<file path="config.mk">
export PLATFORM = sky130hd
export DESIGN_NAME = pfm_pin_mux
export DESIGN_NICKNAME = d
export VERILOG_FILES = /design/src/design/pfm_pkg.sv /design/src/design/pfm_pin_mux.sv /design/src/design/pfm_sync.sv /design/src/design/pfm_bit_timer.sv
export VERILOG_INCLUDE_DIRS = /design/src /design/src/design
export SDC_FILE = /design/constraint.sdc
export NUM_CORES = 1
export LEC_CHECK = 0
export ABC_AREA = 0
export BUFFER_PORTS_ARGS = -buffer_cell sky130_fd_sc_hd__buf_2
export CORE_AREA = 10 10 172 174
export CTS_CLUSTER_DIAMETER = 120
export DETAILED_ROUTE_END_ITERATION = 8
export DIE_AREA = 0 0 182 184
export GPL_TIMING_DRIVEN = 0
export PLACE_DENSITY_LB_ADDON = 0.1
export REMOVE_ABC_BUFFERS = 1
export SLEW_MARGIN = 30
export SYNTH_ARGS = -nofsm -noshare
export SYNTH_HDL_FRONTEND = slang
export SYNTH_SLANG_ARGS = --single-unit
</file>
<file path="constraint.sdc">
create_clock -name mclk -period 2 [get_ports mclk]
set_input_delay 0.4 -clock mclk [delete_from_list [all_inputs] [get_ports mclk]]
set_output_delay 0.4 -clock mclk [all_outputs]
set_load 0.1 [all_outputs]
</file>
<file path="src/design/pfm_regs.svh">
`ifndef PFM_REGS_SVH
`define PFM_REGS_SVH

// pin vector: [5:0] port a, [13:6] port b, [17:14] port c
`define PFM_NPIN        18
`define PFM_PA0         5'd0
`define PFM_PA2         5'd2
`define PFM_PA3         5'd3
`define PFM_PA4         5'd4
`define PFM_PA5         5'd5
`define PFM_PB5         5'd11
`define PFM_PB6         5'd12
`define PFM_PB7         5'd13
`define PFM_PC0         5'd14
`define PFM_PC1         5'd15
`define PFM_GANG_MASK   18'h3CF00

// register word offsets
`define PFM_OFS_DATA    4'h0
`define PFM_OFS_DIR     4'h1
`define PFM_OFS_PULL    4'h2
`define PFM_OFS_DRIVE   4'h3
`define PFM_OFS_SLEW    4'h4
`define PFM_OFS_GANG    4'h5
`define PFM_OFS_OPT1    4'h6
`define PFM_OFS_OPT2    4'h7
`define PFM_OFS_STAT    4'h8

// field positions
`define PFM_OPT1_DBG    0
`define PFM_OPT1_RST    1
`define PFM_OPT2_IIC    0
`define PFM_OPT2_TMR    1
`define PFM_STAT_BG     0
`define PFM_STAT_RPIN   1

// reset values
`define PFM_PIN_RST     18'h00000
`define PFM_OPT1_RSTV   1'b1
`define PFM_OPT2_RSTV   2'h0

// timing
`define PFM_BUS_HZ      50000000
`define PFM_RST_PULSE   7'd66
`define PFM_BIT_CYC     5'd16
`define PFM_BIT_SAMPLE  5'd10
`define PFM_SPEEDUP_CYC 2'd1
`define PFM_MODE_SETTLE 2'd2

`endif

</file>
<file path="src/design/pfm_pkg.sv">
package pfm_pkg;

  typedef enum logic [1:0] {
    RP_IDLE,
    RP_DRIVE,
    RP_DONE
  } pfm_rpin_state_t;

  typedef enum logic {
    MODE_RUN,
    MODE_BACKGROUND
  } pfm_mode_t;

endpackage

</file>
<file path="src/design/pfm_pin_mux.sv">
`timescale 1ns/1ps
`include "pfm_regs.svh"
// Overview of operation
// - mode-select pin sampled after release of por or forced reset
// - after reset pin becomes debug link
// - debug enable turns on pin pull-up
// - debug enable set by reset, software clears
// - pin high runs, held low enters background
// - each debug bit lasts 16 debug clocks
// - pseudo open-drain with brief driven high pulses
// - seventeen bidirectional pins plus one output-only
// - outputs get drive strength and slew choice
// - inputs get selectable internal pull-up
// - reset leaves pins high-z inputs, no pull-up except on port a bit4
// - port read follows direction bit always
// - ganged output beats every digital peripheral
// - ganged pins copy port c bit0 settings
// - iic select moves clock and data pins
// - timer1 select moves both channel pins
// - comparator and converter share pin together
// - port a bit5 output is open-drain
// - reset enable sticks until power-on reset
// - non-por reset drives reset pin low 66 cycles
module pfm_pin_mux (
  input  wire logic        mclk,
  input  wire logic        rst_n,
  input  wire logic        por_n,
  input  wire logic        reset_was_por,
  input  wire logic        reset_was_forced,
  input  wire logic [3:0]  avs_address,
  input  wire logic        avs_read,
  input  wire logic        avs_write,
  input  wire logic [3:0]  avs_byteenable,
  input  wire logic [31:0] avs_writedata,
  output logic      [31:0] avs_readdata,
  output logic             avs_waitrequest,
  input  wire logic [17:0] pin_in,
  output logic      [17:0] pin_out,
  output logic      [17:0] pin_oe_n,
  output logic      [17:0] pin_pullup,
  output logic      [17:0] pin_drive_hi,
  output logic      [17:0] pin_slew,
  input  wire logic [17:0] periph_en,
  input  wire logic [17:0] periph_out,
  input  wire logic [17:0] periph_oe,
  output logic      [17:0] periph_in,
  input  wire logic        iic_en,
  input  wire logic        iic_scl_out,
  input  wire logic        iic_scl_oe,
  input  wire logic        iic_sda_out,
  input  wire logic        iic_sda_oe,
  output logic             iic_scl_in,
  output logic             iic_sda_in,
  input  wire logic [1:0]  timer1_en,
  input  wire logic [1:0]  timer1_out,
  input  wire logic [1:0]  timer1_oe,
  output logic      [1:0]  timer1_in,
  input  wire logic        comparator_output_en,
  input  wire logic        comparator_output,
  input  wire logic        comparator_en,
  input  wire logic [1:0]  adc_en,
  output logic             comparator_connect,
  output logic      [1:0]  adc_connect,
  input  wire logic        dbg_clk_en,
  input  wire logic        dbg_drive_low,
  output logic             dbg_rx,
  output logic             dbg_bit_sample,
  output logic             dbg_bit_done,
  output logic             dbg_bit_busy,
  output logic             dbg_link_active,
  output logic             active_background,
  output logic             ext_reset_req
);
  import pfm_pkg::*;

  logic [17:0]     data_reg;
  logic [17:0]     dir_reg;
  logic [17:0]     pull_reg;
  logic [17:0]     drive_reg;
  logic [17:0]     slew_reg;
  logic [17:0]     gang_reg;
  logic            debug_pin_enable;
  logic            reset_pin_enable;
  logic            iic_pin_select;
  logic            timer1_pin_select;
  logic [17:0]     pin_sync;
  logic            ack_reg;
  logic            wr_fire;
  logic            rd_fire;
  logic [31:0]     wmask;
  logic [17:0]     rd_port;
  logic [31:0]     rdata_next;
  pfm_mode_t       mode_reg;
  logic            mode_done_reg;
  logic [1:0]      settle_reg;
  pfm_rpin_state_t rp_state_reg;
  logic [6:0]      rp_cnt_reg;
  logic            rp_drive;
  logic            dbg_low_d_reg;
  logic [1:0]      speedup_reg;
  logic [17:0]     scl_at;
  logic [17:0]     sda_at;
  logic [17:0]     t0_at;
  logic [17:0]     t1_at;
  logic [17:0]     oe_next;
  logic [17:0]     val_next;
  logic [17:0]     str_next;
  logic [17:0]     slw_next;
  logic [17:0]     pul_next;

  pfm_sync #(.WIDTH(18)) u_sync (
    .mclk     (mclk),
    .rst_n    (rst_n),
    .async_in (pin_in),
    .sync_out (pin_sync)
  );

  pfm_bit_timer u_bit (
    .mclk       (mclk),
    .rst_n      (rst_n),
    .dbg_clk_en (dbg_clk_en),
    .link_en    (dbg_link_active),
    .line_in    (pin_sync[`PFM_PA4]),
    .bit_sample (dbg_bit_sample),
    .bit_done   (dbg_bit_done),
    .bit_busy   (dbg_bit_busy)
  );

  // ---------------- avalon slave, one wait state per access
  assign avs_waitrequest = (avs_read | avs_write) & ~ack_reg;
  assign wr_fire         = avs_write & ack_reg;
  assign rd_fire         = avs_read & ack_reg;
  assign wmask           = {{8{avs_byteenable[3]}}, {8{avs_byteenable[2]}},
                            {8{avs_byteenable[1]}}, {8{avs_byteenable[0]}}};

  always_ff @(posedge mclk or negedge rst_n) begin
    if (!rst_n) begin
      ack_reg <= 1'b0;
    end else begin
      ack_reg <= (avs_read | avs_write) & ~ack_reg;
    end
  end

  function automatic logic [17:0] merge(input logic [17:0] old_v, input logic [31:0] wd,
                                        input logic [31:0] m);
    merge = (old_v & ~m[17:0]) | (wd[17:0] & m[17:0]);
  endfunction

  always_ff @(posedge mclk or negedge rst_n) begin
    if (!rst_n) begin
      data_reg  <= `PFM_PIN_RST;
      dir_reg   <= `PFM_PIN_RST;
      pull_reg  <= `PFM_PIN_RST;
      drive_reg <= `PFM_PIN_RST;
      slew_reg  <= `PFM_PIN_RST;
      gang_reg  <= `PFM_PIN_RST;
    end else if (wr_fire) begin
      case (avs_address)
        `PFM_OFS_DATA:  data_reg  <= merge(data_reg, avs_writedata, wmask);
        `PFM_OFS_DIR:   dir_reg   <= merge(dir_reg, avs_writedata, wmask);
        `PFM_OFS_PULL:  pull_reg  <= merge(pull_reg, avs_writedata, wmask);
        `PFM_OFS_DRIVE: drive_reg <= merge(drive_reg, avs_writedata, wmask);
        `PFM_OFS_SLEW:  slew_reg  <= merge(slew_reg, avs_writedata, wmask);
        `PFM_OFS_GANG:  gang_reg  <= merge(gang_reg, avs_writedata, wmask) & `PFM_GANG_MASK;
        default: ;
      endcase
    end
  end

  // debug enable returns after every reset
  always_ff @(posedge mclk or negedge rst_n) begin
    if (!rst_n) begin
      debug_pin_enable  <= `PFM_OPT1_RSTV;
      iic_pin_select    <= 1'(`PFM_OPT2_RSTV);
      timer1_pin_select <= 1'b0;
    end else if (wr_fire && avs_byteenable[0]) begin
      if (avs_address == `PFM_OFS_OPT1) begin
        debug_pin_enable <= avs_writedata[`PFM_OPT1_DBG];
      end
      if (avs_address == `PFM_OFS_OPT2) begin
        iic_pin_select    <= avs_writedata[`PFM_OPT2_IIC];
        timer1_pin_select <= avs_writedata[`PFM_OPT2_TMR];
      end
    end
  end

  // reset pin role survives every reset but power-on
  always_ff @(posedge mclk or negedge por_n) begin
    if (!por_n) begin
      reset_pin_enable <= 1'b0;
    end else if (wr_fire && avs_byteenable[0] && avs_address == `PFM_OFS_OPT1 &&
                 avs_writedata[`PFM_OPT1_RST]) begin
      reset_pin_enable <= 1'b1;
    end
  end

  // port read: output pins give latch, inputs give pin
  assign rd_port = (dir_reg & data_reg) | (~dir_reg & pin_sync);

  always_comb begin
    rdata_next = 32'h00000000;
    case (avs_address)
      `PFM_OFS_DATA:  rdata_next[17:0] = rd_port;
      `PFM_OFS_DIR:   rdata_next[17:0] = dir_reg;
      `PFM_OFS_PULL:  rdata_next[17:0] = pull_reg;
      `PFM_OFS_DRIVE: rdata_next[17:0] = drive_reg;
      `PFM_OFS_SLEW:  rdata_next[17:0] = slew_reg;
      `PFM_OFS_GANG:  rdata_next[17:0] = gang_reg;
      `PFM_OFS_OPT1: begin
        rdata_next[`PFM_OPT1_DBG] = debug_pin_enable;
        rdata_next[`PFM_OPT1_RST] = reset_pin_enable;
      end
      `PFM_OFS_OPT2: begin
        rdata_next[`PFM_OPT2_IIC] = iic_pin_select;
        rdata_next[`PFM_OPT2_TMR] = timer1_pin_select;
      end
      `PFM_OFS_STAT: begin
        rdata_next[`PFM_STAT_BG]   = (mode_reg == MODE_BACKGROUND);
        rdata_next[`PFM_STAT_RPIN] = rp_drive;
      end
      default: rdata_next = 32'h00000000;
    endcase
  end

  always_ff @(posedge mclk or negedge rst_n) begin
    if (!rst_n) begin
      avs_readdata <= 32'h00000000;
    end else if (avs_read & ~ack_reg) begin
      avs_readdata <= rdata_next;
    end
  end

  // ---------------- mode select after reset release
  always_ff @(posedge mclk or negedge rst_n) begin
    if (!rst_n) begin
      settle_reg    <= 2'h0;
      mode_done_reg <= 1'b0;
      mode_reg      <= MODE_RUN;
    end else if (!mode_done_reg) begin
      settle_reg <= settle_reg + 2'h1;
      if (settle_reg == `PFM_MODE_SETTLE) begin
        mode_done_reg <= 1'b1;
        if ((reset_was_por | reset_was_forced) && !pin_sync[`PFM_PA4]) begin
          mode_reg <= MODE_BACKGROUND;
        end else begin
          mode_reg <= MODE_RUN;
        end
      end
    end
  end

  // pin is only a mode input until the sample is taken
  assign dbg_link_active   = mode_done_reg & debug_pin_enable;
  assign active_background = (mode_reg == MODE_BACKGROUND);
  assign dbg_rx            = pin_sync[`PFM_PA4];

  // speedup pulse when the controller releases a driven low
  always_ff @(posedge mclk or negedge rst_n) begin
    if (!rst_n) begin
      dbg_low_d_reg <= 1'b0;
      speedup_reg   <= 2'h0;
    end else begin
      dbg_low_d_reg <= dbg_drive_low & dbg_link_active;
      if (dbg_low_d_reg && !(dbg_drive_low & dbg_link_active)) begin
        speedup_reg <= `PFM_SPEEDUP_CYC;
      end else if (speedup_reg != 2'h0) begin
        speedup_reg <= speedup_reg - 2'h1;
      end
    end
  end

  // ---------------- reset pin pulse after non-por reset
  always_ff @(posedge mclk or negedge rst_n) begin
    if (!rst_n) begin
      rp_state_reg <= RP_IDLE;
      rp_cnt_reg   <= 7'h00;
    end else begin
      case (rp_state_reg)
        RP_IDLE: begin
          rp_cnt_reg <= 7'h00;
          if (reset_pin_enable && !reset_was_por) begin
            rp_state_reg <= RP_DRIVE;
          end else begin
            rp_state_reg <= RP_DONE;
          end
        end
        RP_DRIVE: begin
          rp_cnt_reg <= rp_cnt_reg + 7'h01;
          if (rp_cnt_reg == `PFM_RST_PULSE - 7'h01) begin
            rp_state_reg <= RP_DONE;
          end
        end
        RP_DONE: rp_state_reg <= RP_DONE;
        default: rp_state_reg <= RP_IDLE;
      endcase
    end
  end

  assign rp_drive      = (rp_state_reg == RP_DRIVE);
  assign ext_reset_req = reset_pin_enable & ~rp_drive & ~pin_sync[`PFM_PA5];

  // ---------------- relocation of iic and timer1 pins
  assign scl_at = iic_pin_select ? (18'h00001 << `PFM_PB7)
                                 : (18'h00001 << `PFM_PA3);
  assign sda_at = iic_pin_select ? (18'h00001 << `PFM_PB6)
                                 : (18'h00001 << `PFM_PA2);
  assign t0_at  = timer1_pin_select ? (18'h00001 << `PFM_PC0)
                                    : (18'h00001 << `PFM_PA0);
  assign t1_at  = timer1_pin_select ? (18'h00001 << `PFM_PC1)
                                    : (18'h00001 << `PFM_PB5);

  assign iic_scl_in   = |(pin_sync & scl_at);
  assign iic_sda_in   = |(pin_sync & sda_at);
  assign timer1_in[0] = |(pin_sync & t0_at);
  assign timer1_in[1] = |(pin_sync & t1_at);
  assign periph_in    = pin_sync;

  // analog users are not exclusive
  assign comparator_connect = comparator_en;
  assign adc_connect        = adc_en;

  // ---------------- per pin owner, lowest to highest priority
  genvar g;
  generate
    for (g = 0; g < `PFM_NPIN; g++) begin : g_pin
      always_comb begin
        oe_next[g]  = dir_reg[g];
        val_next[g] = data_reg[g];
        str_next[g] = drive_reg[g];
        slw_next[g] = slew_reg[g];
        if (periph_en[g]) begin
          oe_next[g]  = periph_oe[g];
          val_next[g] = periph_out[g];
        end
        if (iic_en && scl_at[g]) begin
          oe_next[g]  = iic_scl_oe;
          val_next[g] = iic_scl_out;
        end
        if (iic_en && sda_at[g]) begin
          oe_next[g]  = iic_sda_oe;
          val_next[g] = iic_sda_out;
        end
        if (timer1_en[0] && t0_at[g]) begin
          oe_next[g]  = timer1_oe[0];
          val_next[g] = timer1_out[0];
        end
        if (timer1_en[1] && t1_at[g]) begin
          oe_next[g]  = timer1_oe[1];
          val_next[g] = timer1_out[1];
        end
        if (gang_reg[g]) begin
          oe_next[g]  = 1'b1;
          val_next[g] = data_reg[`PFM_PC0];
          str_next[g] = drive_reg[`PFM_PC0];
          slw_next[g] = slew_reg[`PFM_PC0];
        end
        pul_next[g] = pull_reg[g] & ~oe_next[g];
        if (g == `PFM_PA4) begin
          // output-only pin: port, comparator out or debug link
          pul_next[g] = 1'b0;
          if (comparator_output_en) begin
            oe_next[g]  = 1'b1;
            val_next[g] = comparator_output;
          end
          if (dbg_link_active || !mode_done_reg) begin
            oe_next[g]  = (dbg_drive_low & dbg_link_active) | (speedup_reg != 2'h0);
            val_next[g] = ~(dbg_drive_low & dbg_link_active);
            pul_next[g] = 1'b1;
          end
        end
        if (g == `PFM_PA5) begin
          if (reset_pin_enable) begin
            oe_next[g]  = rp_drive;
            val_next[g] = 1'b0;
            pul_next[g] = 1'b1;
          end else begin
            oe_next[g] = oe_next[g] & ~val_next[g];
          end
        end
      end

      always_ff @(posedge mclk or negedge rst_n) begin
        if (!rst_n) begin
          pin_out[g]      <= 1'b0;
          pin_oe_n[g]     <= 1'b1;
          pin_pullup[g]   <= (g == `PFM_PA4);
          pin_drive_hi[g] <= 1'b0;
          pin_slew[g]     <= 1'b0;
        end else begin
          pin_out[g]      <= val_next[g];
          pin_oe_n[g]     <= ~oe_next[g];
          pin_pullup[g]   <= pul_next[g];
          pin_drive_hi[g] <= str_next[g] & oe_next[g];
          pin_slew[g]     <= slw_next[g] & oe_next[g];
        end
      end
    end
  endgenerate

endmodule

</file>
<file path="src/design/pfm_sync.sv">
`timescale 1ns/1ps
module pfm_sync #(
  parameter int WIDTH = 18
) (
  input  wire logic             mclk,
  input  wire logic             rst_n,
  input  wire logic [WIDTH-1:0] async_in,
  output logic      [WIDTH-1:0] sync_out
);
  logic [WIDTH-1:0] meta_reg;

  genvar g;
  generate
    for (g = 0; g < WIDTH; g++) begin : g_bit
      always_ff @(posedge mclk or negedge rst_n) begin
        if (!rst_n) begin
          meta_reg[g] <= 1'b1;
          sync_out[g] <= 1'b1;
        end else begin
          meta_reg[g] <= async_in[g];
          sync_out[g] <= meta_reg[g];
        end
      end
    end
  endgenerate
endmodule

</file>
<file path="src/design/pfm_bit_timer.sv">
`timescale 1ns/1ps
`include "pfm_regs.svh"
module pfm_bit_timer (
  input  wire logic mclk,
  input  wire logic rst_n,
  input  wire logic dbg_clk_en,
  input  wire logic link_en,
  input  wire logic line_in,
  output logic      bit_sample,
  output logic      bit_done,
  output logic      bit_busy
);
  logic [4:0] cnt_reg;
  logic       line_d_reg;
  logic       fall;

  assign fall = line_d_reg & ~line_in;

  always_ff @(posedge mclk or negedge rst_n) begin
    if (!rst_n) begin
      line_d_reg <= 1'b1;
    end else begin
      line_d_reg <= line_in;
    end
  end

  // a bit cell opens on a falling edge and lasts 16 debug clocks
  always_ff @(posedge mclk or negedge rst_n) begin
    if (!rst_n) begin
      cnt_reg    <= 5'h00;
      bit_busy   <= 1'b0;
      bit_sample <= 1'b0;
      bit_done   <= 1'b0;
    end else begin
      bit_sample <= 1'b0;
      bit_done   <= 1'b0;
      if (!link_en) begin
        bit_busy <= 1'b0;
        cnt_reg  <= 5'h00;
      end else if (!bit_busy) begin
        if (fall) begin
          bit_busy <= 1'b1;
          cnt_reg  <= 5'h00;
        end
      end else if (dbg_clk_en) begin
        cnt_reg <= cnt_reg + 5'h01;
        if (cnt_reg == `PFM_BIT_SAMPLE - 5'h01) begin
          bit_sample <= 1'b1;
        end
        if (cnt_reg == `PFM_BIT_CYC - 5'h01) begin
          bit_done <= 1'b1;
          bit_busy <= 1'b0;
        end
      end
    end
  end
endmodule

</file>
# Word level (Yosys, flattened, before mapping)
# Index checks and enable logic that the tools add are counted.
# classes
n_addsub,4
n_eq_ne,17
muxes,250
bitwise,113
reduce_logical,102
# ops
cell,count
$mux W1,234
$and A18 B18 Y18,9
$or A18 B18 Y18,7
$pmux W16 S6,1
$reduce_or A18 Y1,4
$logic_and A1 B1 Y1,64
$and A1 B1 Y1,62
$not A18 Y18,2
$not A1 Y1,26
$mux W5,4
$reduce_and A2 Y1,10
$and A18 B13 Y18,1
$and A18 B14 Y18,1
$and A18 B15 Y18,1
$and A18 B16 Y18,1
$eq A4 B3 Y1 const B,4
$mux W16,1
$pmux W2 S8,1
$mux W15,1
$logic_and A1 B1 Y1 const B,14
$mux W14,1
$pmux W7 S2,1
$mux W13,1
$eq A5 B4 Y1 const B,2
other kinds (21),33
# word_totals
reg_bits,272
output_inout_bits,155

# Depth between registers and ports, before layout
# depth
word_depth,10
ltp_mapped,7

# Modules after synthesis
# From an unflattened synthesis, not the netlist that was laid out.
# unflattened
cells_unflattened,885
area_unflattened_um2,11444.7
# modules_own_cells
mod,instances,cells_each,area_per_inst_um2,seq_area_each_um2
pfm_pin_mux,1,811,10078.4,5705.5
pfm_sync,1,36,945.9,945.9
pfm_bit_timer,1,38,420.4,226.5

# Least setup slack after synthesis
# No wires, ideal clock.
# synth_timing
path_kind,register to output
startpoint,register rp_state_reg[0]
endpoint,output ext_reset_req
t_arrival_ps,2685
slack_ps,-1085
path_stages_with_launch,3
path_cell_list,dfrtp_1 -> ha_1 -> nor3_1
# synth_via
elab_chain_len,4
# synth_lines
element,line_no,text
"start, declared",pfm_pin_mux.sv:96,pfm_rpin_state_t rp_state_reg;
"start signal, assigned",pfm_pin_mux.sv:275,rp_state_reg <= RP_IDLE;
"start signal, assigned",pfm_pin_mux.sv:282,rp_state_reg <= RP_DRIVE;
"start signal, assigned",pfm_pin_mux.sv:284,rp_state_reg <= RP_DONE;
$eq A2 B1 Y1,pfm_pin_mux.sv:299,assign rp_drive = (rp_state_reg == RP_DRIVE);
$not A1 Y1,pfm_pin_mux.sv:300,assign ext_reset_req = reset_pin_enable & ~rp_drive & ~pin_sync[`PFM_PA5];
$and A1 B1 Y1 (2 in series),pfm_pin_mux.sv:300,
"end, declared",pfm_pin_mux.sv:72,output logic ext_reset_req
# Every way passes these cells.

# Final worst setup path
# layout_timing
startpoint,register u_sync.sync_out[14]
endpoint,output timer1_in[0]
# layout_via
elab_chain_len,2
# layout_lines
element,line_no,text
"start, declared",pfm_sync.sv:8,output logic [WIDTH-1:0] sync_out
"start signal, assigned by index",pfm_sync.sv:21,sync_out[g] <= meta_reg[g];
$and A18 B15 Y18,pfm_pin_mux.sv:314,assign timer1_in[0] = |(pin_sync & t0_at);
$reduce_or A18 Y1,pfm_pin_mux.sv:314,
"end, declared",pfm_pin_mux.sv:57,"output logic [1:0] timer1_in,"
# Every way passes these cells.

==> metrics.yaml <==
required_ns: 1.60
finalSetupViolCount: 0
crit_buf_inv: 1
grt_max_degree: 83
seq_power_share: 0.403
die_w_um: 182
slew_headroom: 0.4402
cts-root-buf: "clkbuf_16"
p_sw_mw: 5.901
synth_area_per_cell_um2: 12.78
syn_inst: 906
cts_made_buffers: 30
finalWeightedCongestion: 0.7828
comb_power_share: 0.250
vias_per_cell: 5.209
power_density_mw_per_mm2: 1143
whs_ns: 0.06979
yosys_register_bits: 272
synth_edf_count: 0
synth_area_mm2: 0.01158
crit_arrival_ns: 1.57
wl_per_cell_um: 21.47
clockBufferDepth: 3
async_flop_share: 1.000
layout.core_utilization: 0.5600
multi_input_area_mm2: 0.004359
tritoncts: "done"
remaining_drc_errors: 0
die_height_um: 184
htreeDepth: 1
gr-total-overflow: 0
clk_pin_slew_ns: 0.06
die_area_mm2: 0.03349
rsz0062_at_grt: "true"
startpoint_type: "flop"
antenna_left: 0
fin_crit_ns: 1.969
grtUsageTotal: 0.1926
yosysSeqAreaShare: 0.5939
first_global_vias: 8653
first_pass_iters: 5
antenna_found_initial: 2
synth_area_leaders: "dfrtp_1 46%, dfstp_2 13%, mux2_2 13%, mux2i_1 3.6%, nand2_1 2.9%"
status: "finished clean"
finalHoldViolCount: 0
final_net_count: 1336
dp_worst_setup_slack_ns: -1.002
start_util: 0.4470
nFillCells: 2206
io_pins: 292
clkSinkCount: 272
critPathMaxStageDelay_ns: 0.58
p_leak_nw: 7.063
slew_violations: 0
row_count: 59
sw_frac_of_total: 0.3558
crit_slowest_cell: "dfstp_2"
synth.top_cells.by_count: "215 x dfrtp_1, 130 x mux2_2, 90 x nand2_1, 61 x o21ai_0, 57 x dfstp_2"
fmax_mhz: 507.8
cp_top_family: "flip-flops"
dp_hpwl_um: 23060
routed_wl_um: 33260
synth_most_common_cell: "dfrtp_1"
crit_type: "flop to primary output"
seqCellArea_mm2: 0.006883
hold_path.class: "input pin to flop"
worst-slew-pin-transition_ns: 0.8335
r2r_slack_ns: 0.14
clkLatencyLatePin_ns: 0.55
yosys.cell_types.count: 60
core_area_mm2: 0.02591
synth_area_leader_cell: "dfrtp_1"
maxCapViolCount: 0
vdd_ir_drop_max_mv: 0.9443
critPathCaptureType: "primary output"
clock_skew_ns: 0.01491
yosys_most_used_dff: "dfrtp_1"
drt_iter0_drc: 555
path_cells: "mux2_2, buf_4"
grt_pass1_wl_um: 51040
drive_gt1_frac: 0.4477
portBuffers: 256
area_growth_pct: 25.28
vias: 8069
p_int_mw: 10.69
yosysTopAreaCellShare: 0.4646
fin_ws_ns: 0.03061
crit_fanout: 3
p_clk_frac: 0.346
final.period_utilization: 0.9847
synth_warnings: 0
-- stage by stage --
step	power, mW	cell area, um^2	setup TNS [ns]	cells
after floorplan	9.820	11260	-1.378	866
after global placement	10.82	12960	-1188.16	1457
after detailed placement	10.87	13060	-64.15	1460
after CTS	16.77	14410	-0.1276	1539
after global routing	17.26	14510	-0.01311	1548
final	16.59	14510	0	1549
-- cell type report --
cell class,instances,share of cell area
clock inverters,13,0.01207
multi-input cells,575,0.3004
inverters,19,0.005174
clock buffers,43,0.06002
diodes,1,0.0001725
well taps,335,0.02889
repair buffers,291,0.1188
flip-flops and latches,272,0.4744
-- layer usage --
metal	wire, um	vias to the layer above	track usage
met2	15740	269	0.3116
met1	14420	4000	0.2556
met3	2479	48	0.04744
met5	9	-	0
met4	607	2	0.04588
li1	-	3750	-
-- placed cells by master, fill, tap and decap left out, drive strengths merged, types with 4 or more instances in the layout --
cell type and instances:
buf 268, dfrtp 215, mux2 131, nand2 94
o21ai 61, dfstp 57, clkbuf 46, mux2i 42
nor2 35, a21oi 27, nor2b 27, and2 20
dlygate4sd3 20, inv 18, conb 14, nand3 14
a22o 12, ha 10, o31ai 9, and3 7
a222oi 7, a22oi 7, a32oi 6, clkinvlp 5
a31oi 5, a32o 5, clkinv 5, bufinv 4
nand2b 4
-- power by group through the flow --
stage / clock, mW / combinational, mW / sequential [mW]
6_report: 5.75 / 4.15 / 6.69
5_1_grt: 6.09 / 4.39 / 6.78
4_1_cts: 5.91 / 4.17 / 6.69
3_5_place_dp: 0 / 4.09 / 6.79
3_3_place_gp: 0 / 4.04 / 6.78
2_1_floorplan: 0 / 1.15 / 8.67
-- path summary, 6_finish.rpt --
kind	start	endpoint	depth (start not counted)
setup / recovery	u_sync.sync_out[14]$_DFF_PN1_	timer1_in[0]	2
min in group asynchronous	por_n	reset_pin_enable$_DFFE_PN0P_	2
max in group asynchronous	rst_n	u_sync.sync_out[2]$_DFF_PN1_	4
hold / removal	periph_oe[7]	pin_oe_n[7]$_DFF_PN1_	2
setup reg to reg	ack_reg$_DFF_PN0_	avs_readdata[6]$_DFFE_PN0P_	3
hold reg to reg	u_sync.meta_reg[10]$_DFF_PN1_	u_sync.sync_out[10]$_DFF_PN1_	0
-- cell families after synthesis --
group           synth area share
xor+xnor                0.004538
fa+ha+maj                0.01080
other cells            0.0003238
flops                     0.5939
compound gates           0.08405
mux                       0.1637
buf+inv                  0.03781
simple gates              0.1049
-- repair_timing --
action	in CTS	in global routing
pin swaps	0	3
setup buffers	3	9
hold buffers	20	0
gates resized for setup	23	11
hold endpoints to repair	43	0
endpoints found under the setup margin	61	47
(Power assumes the default switching activity.)
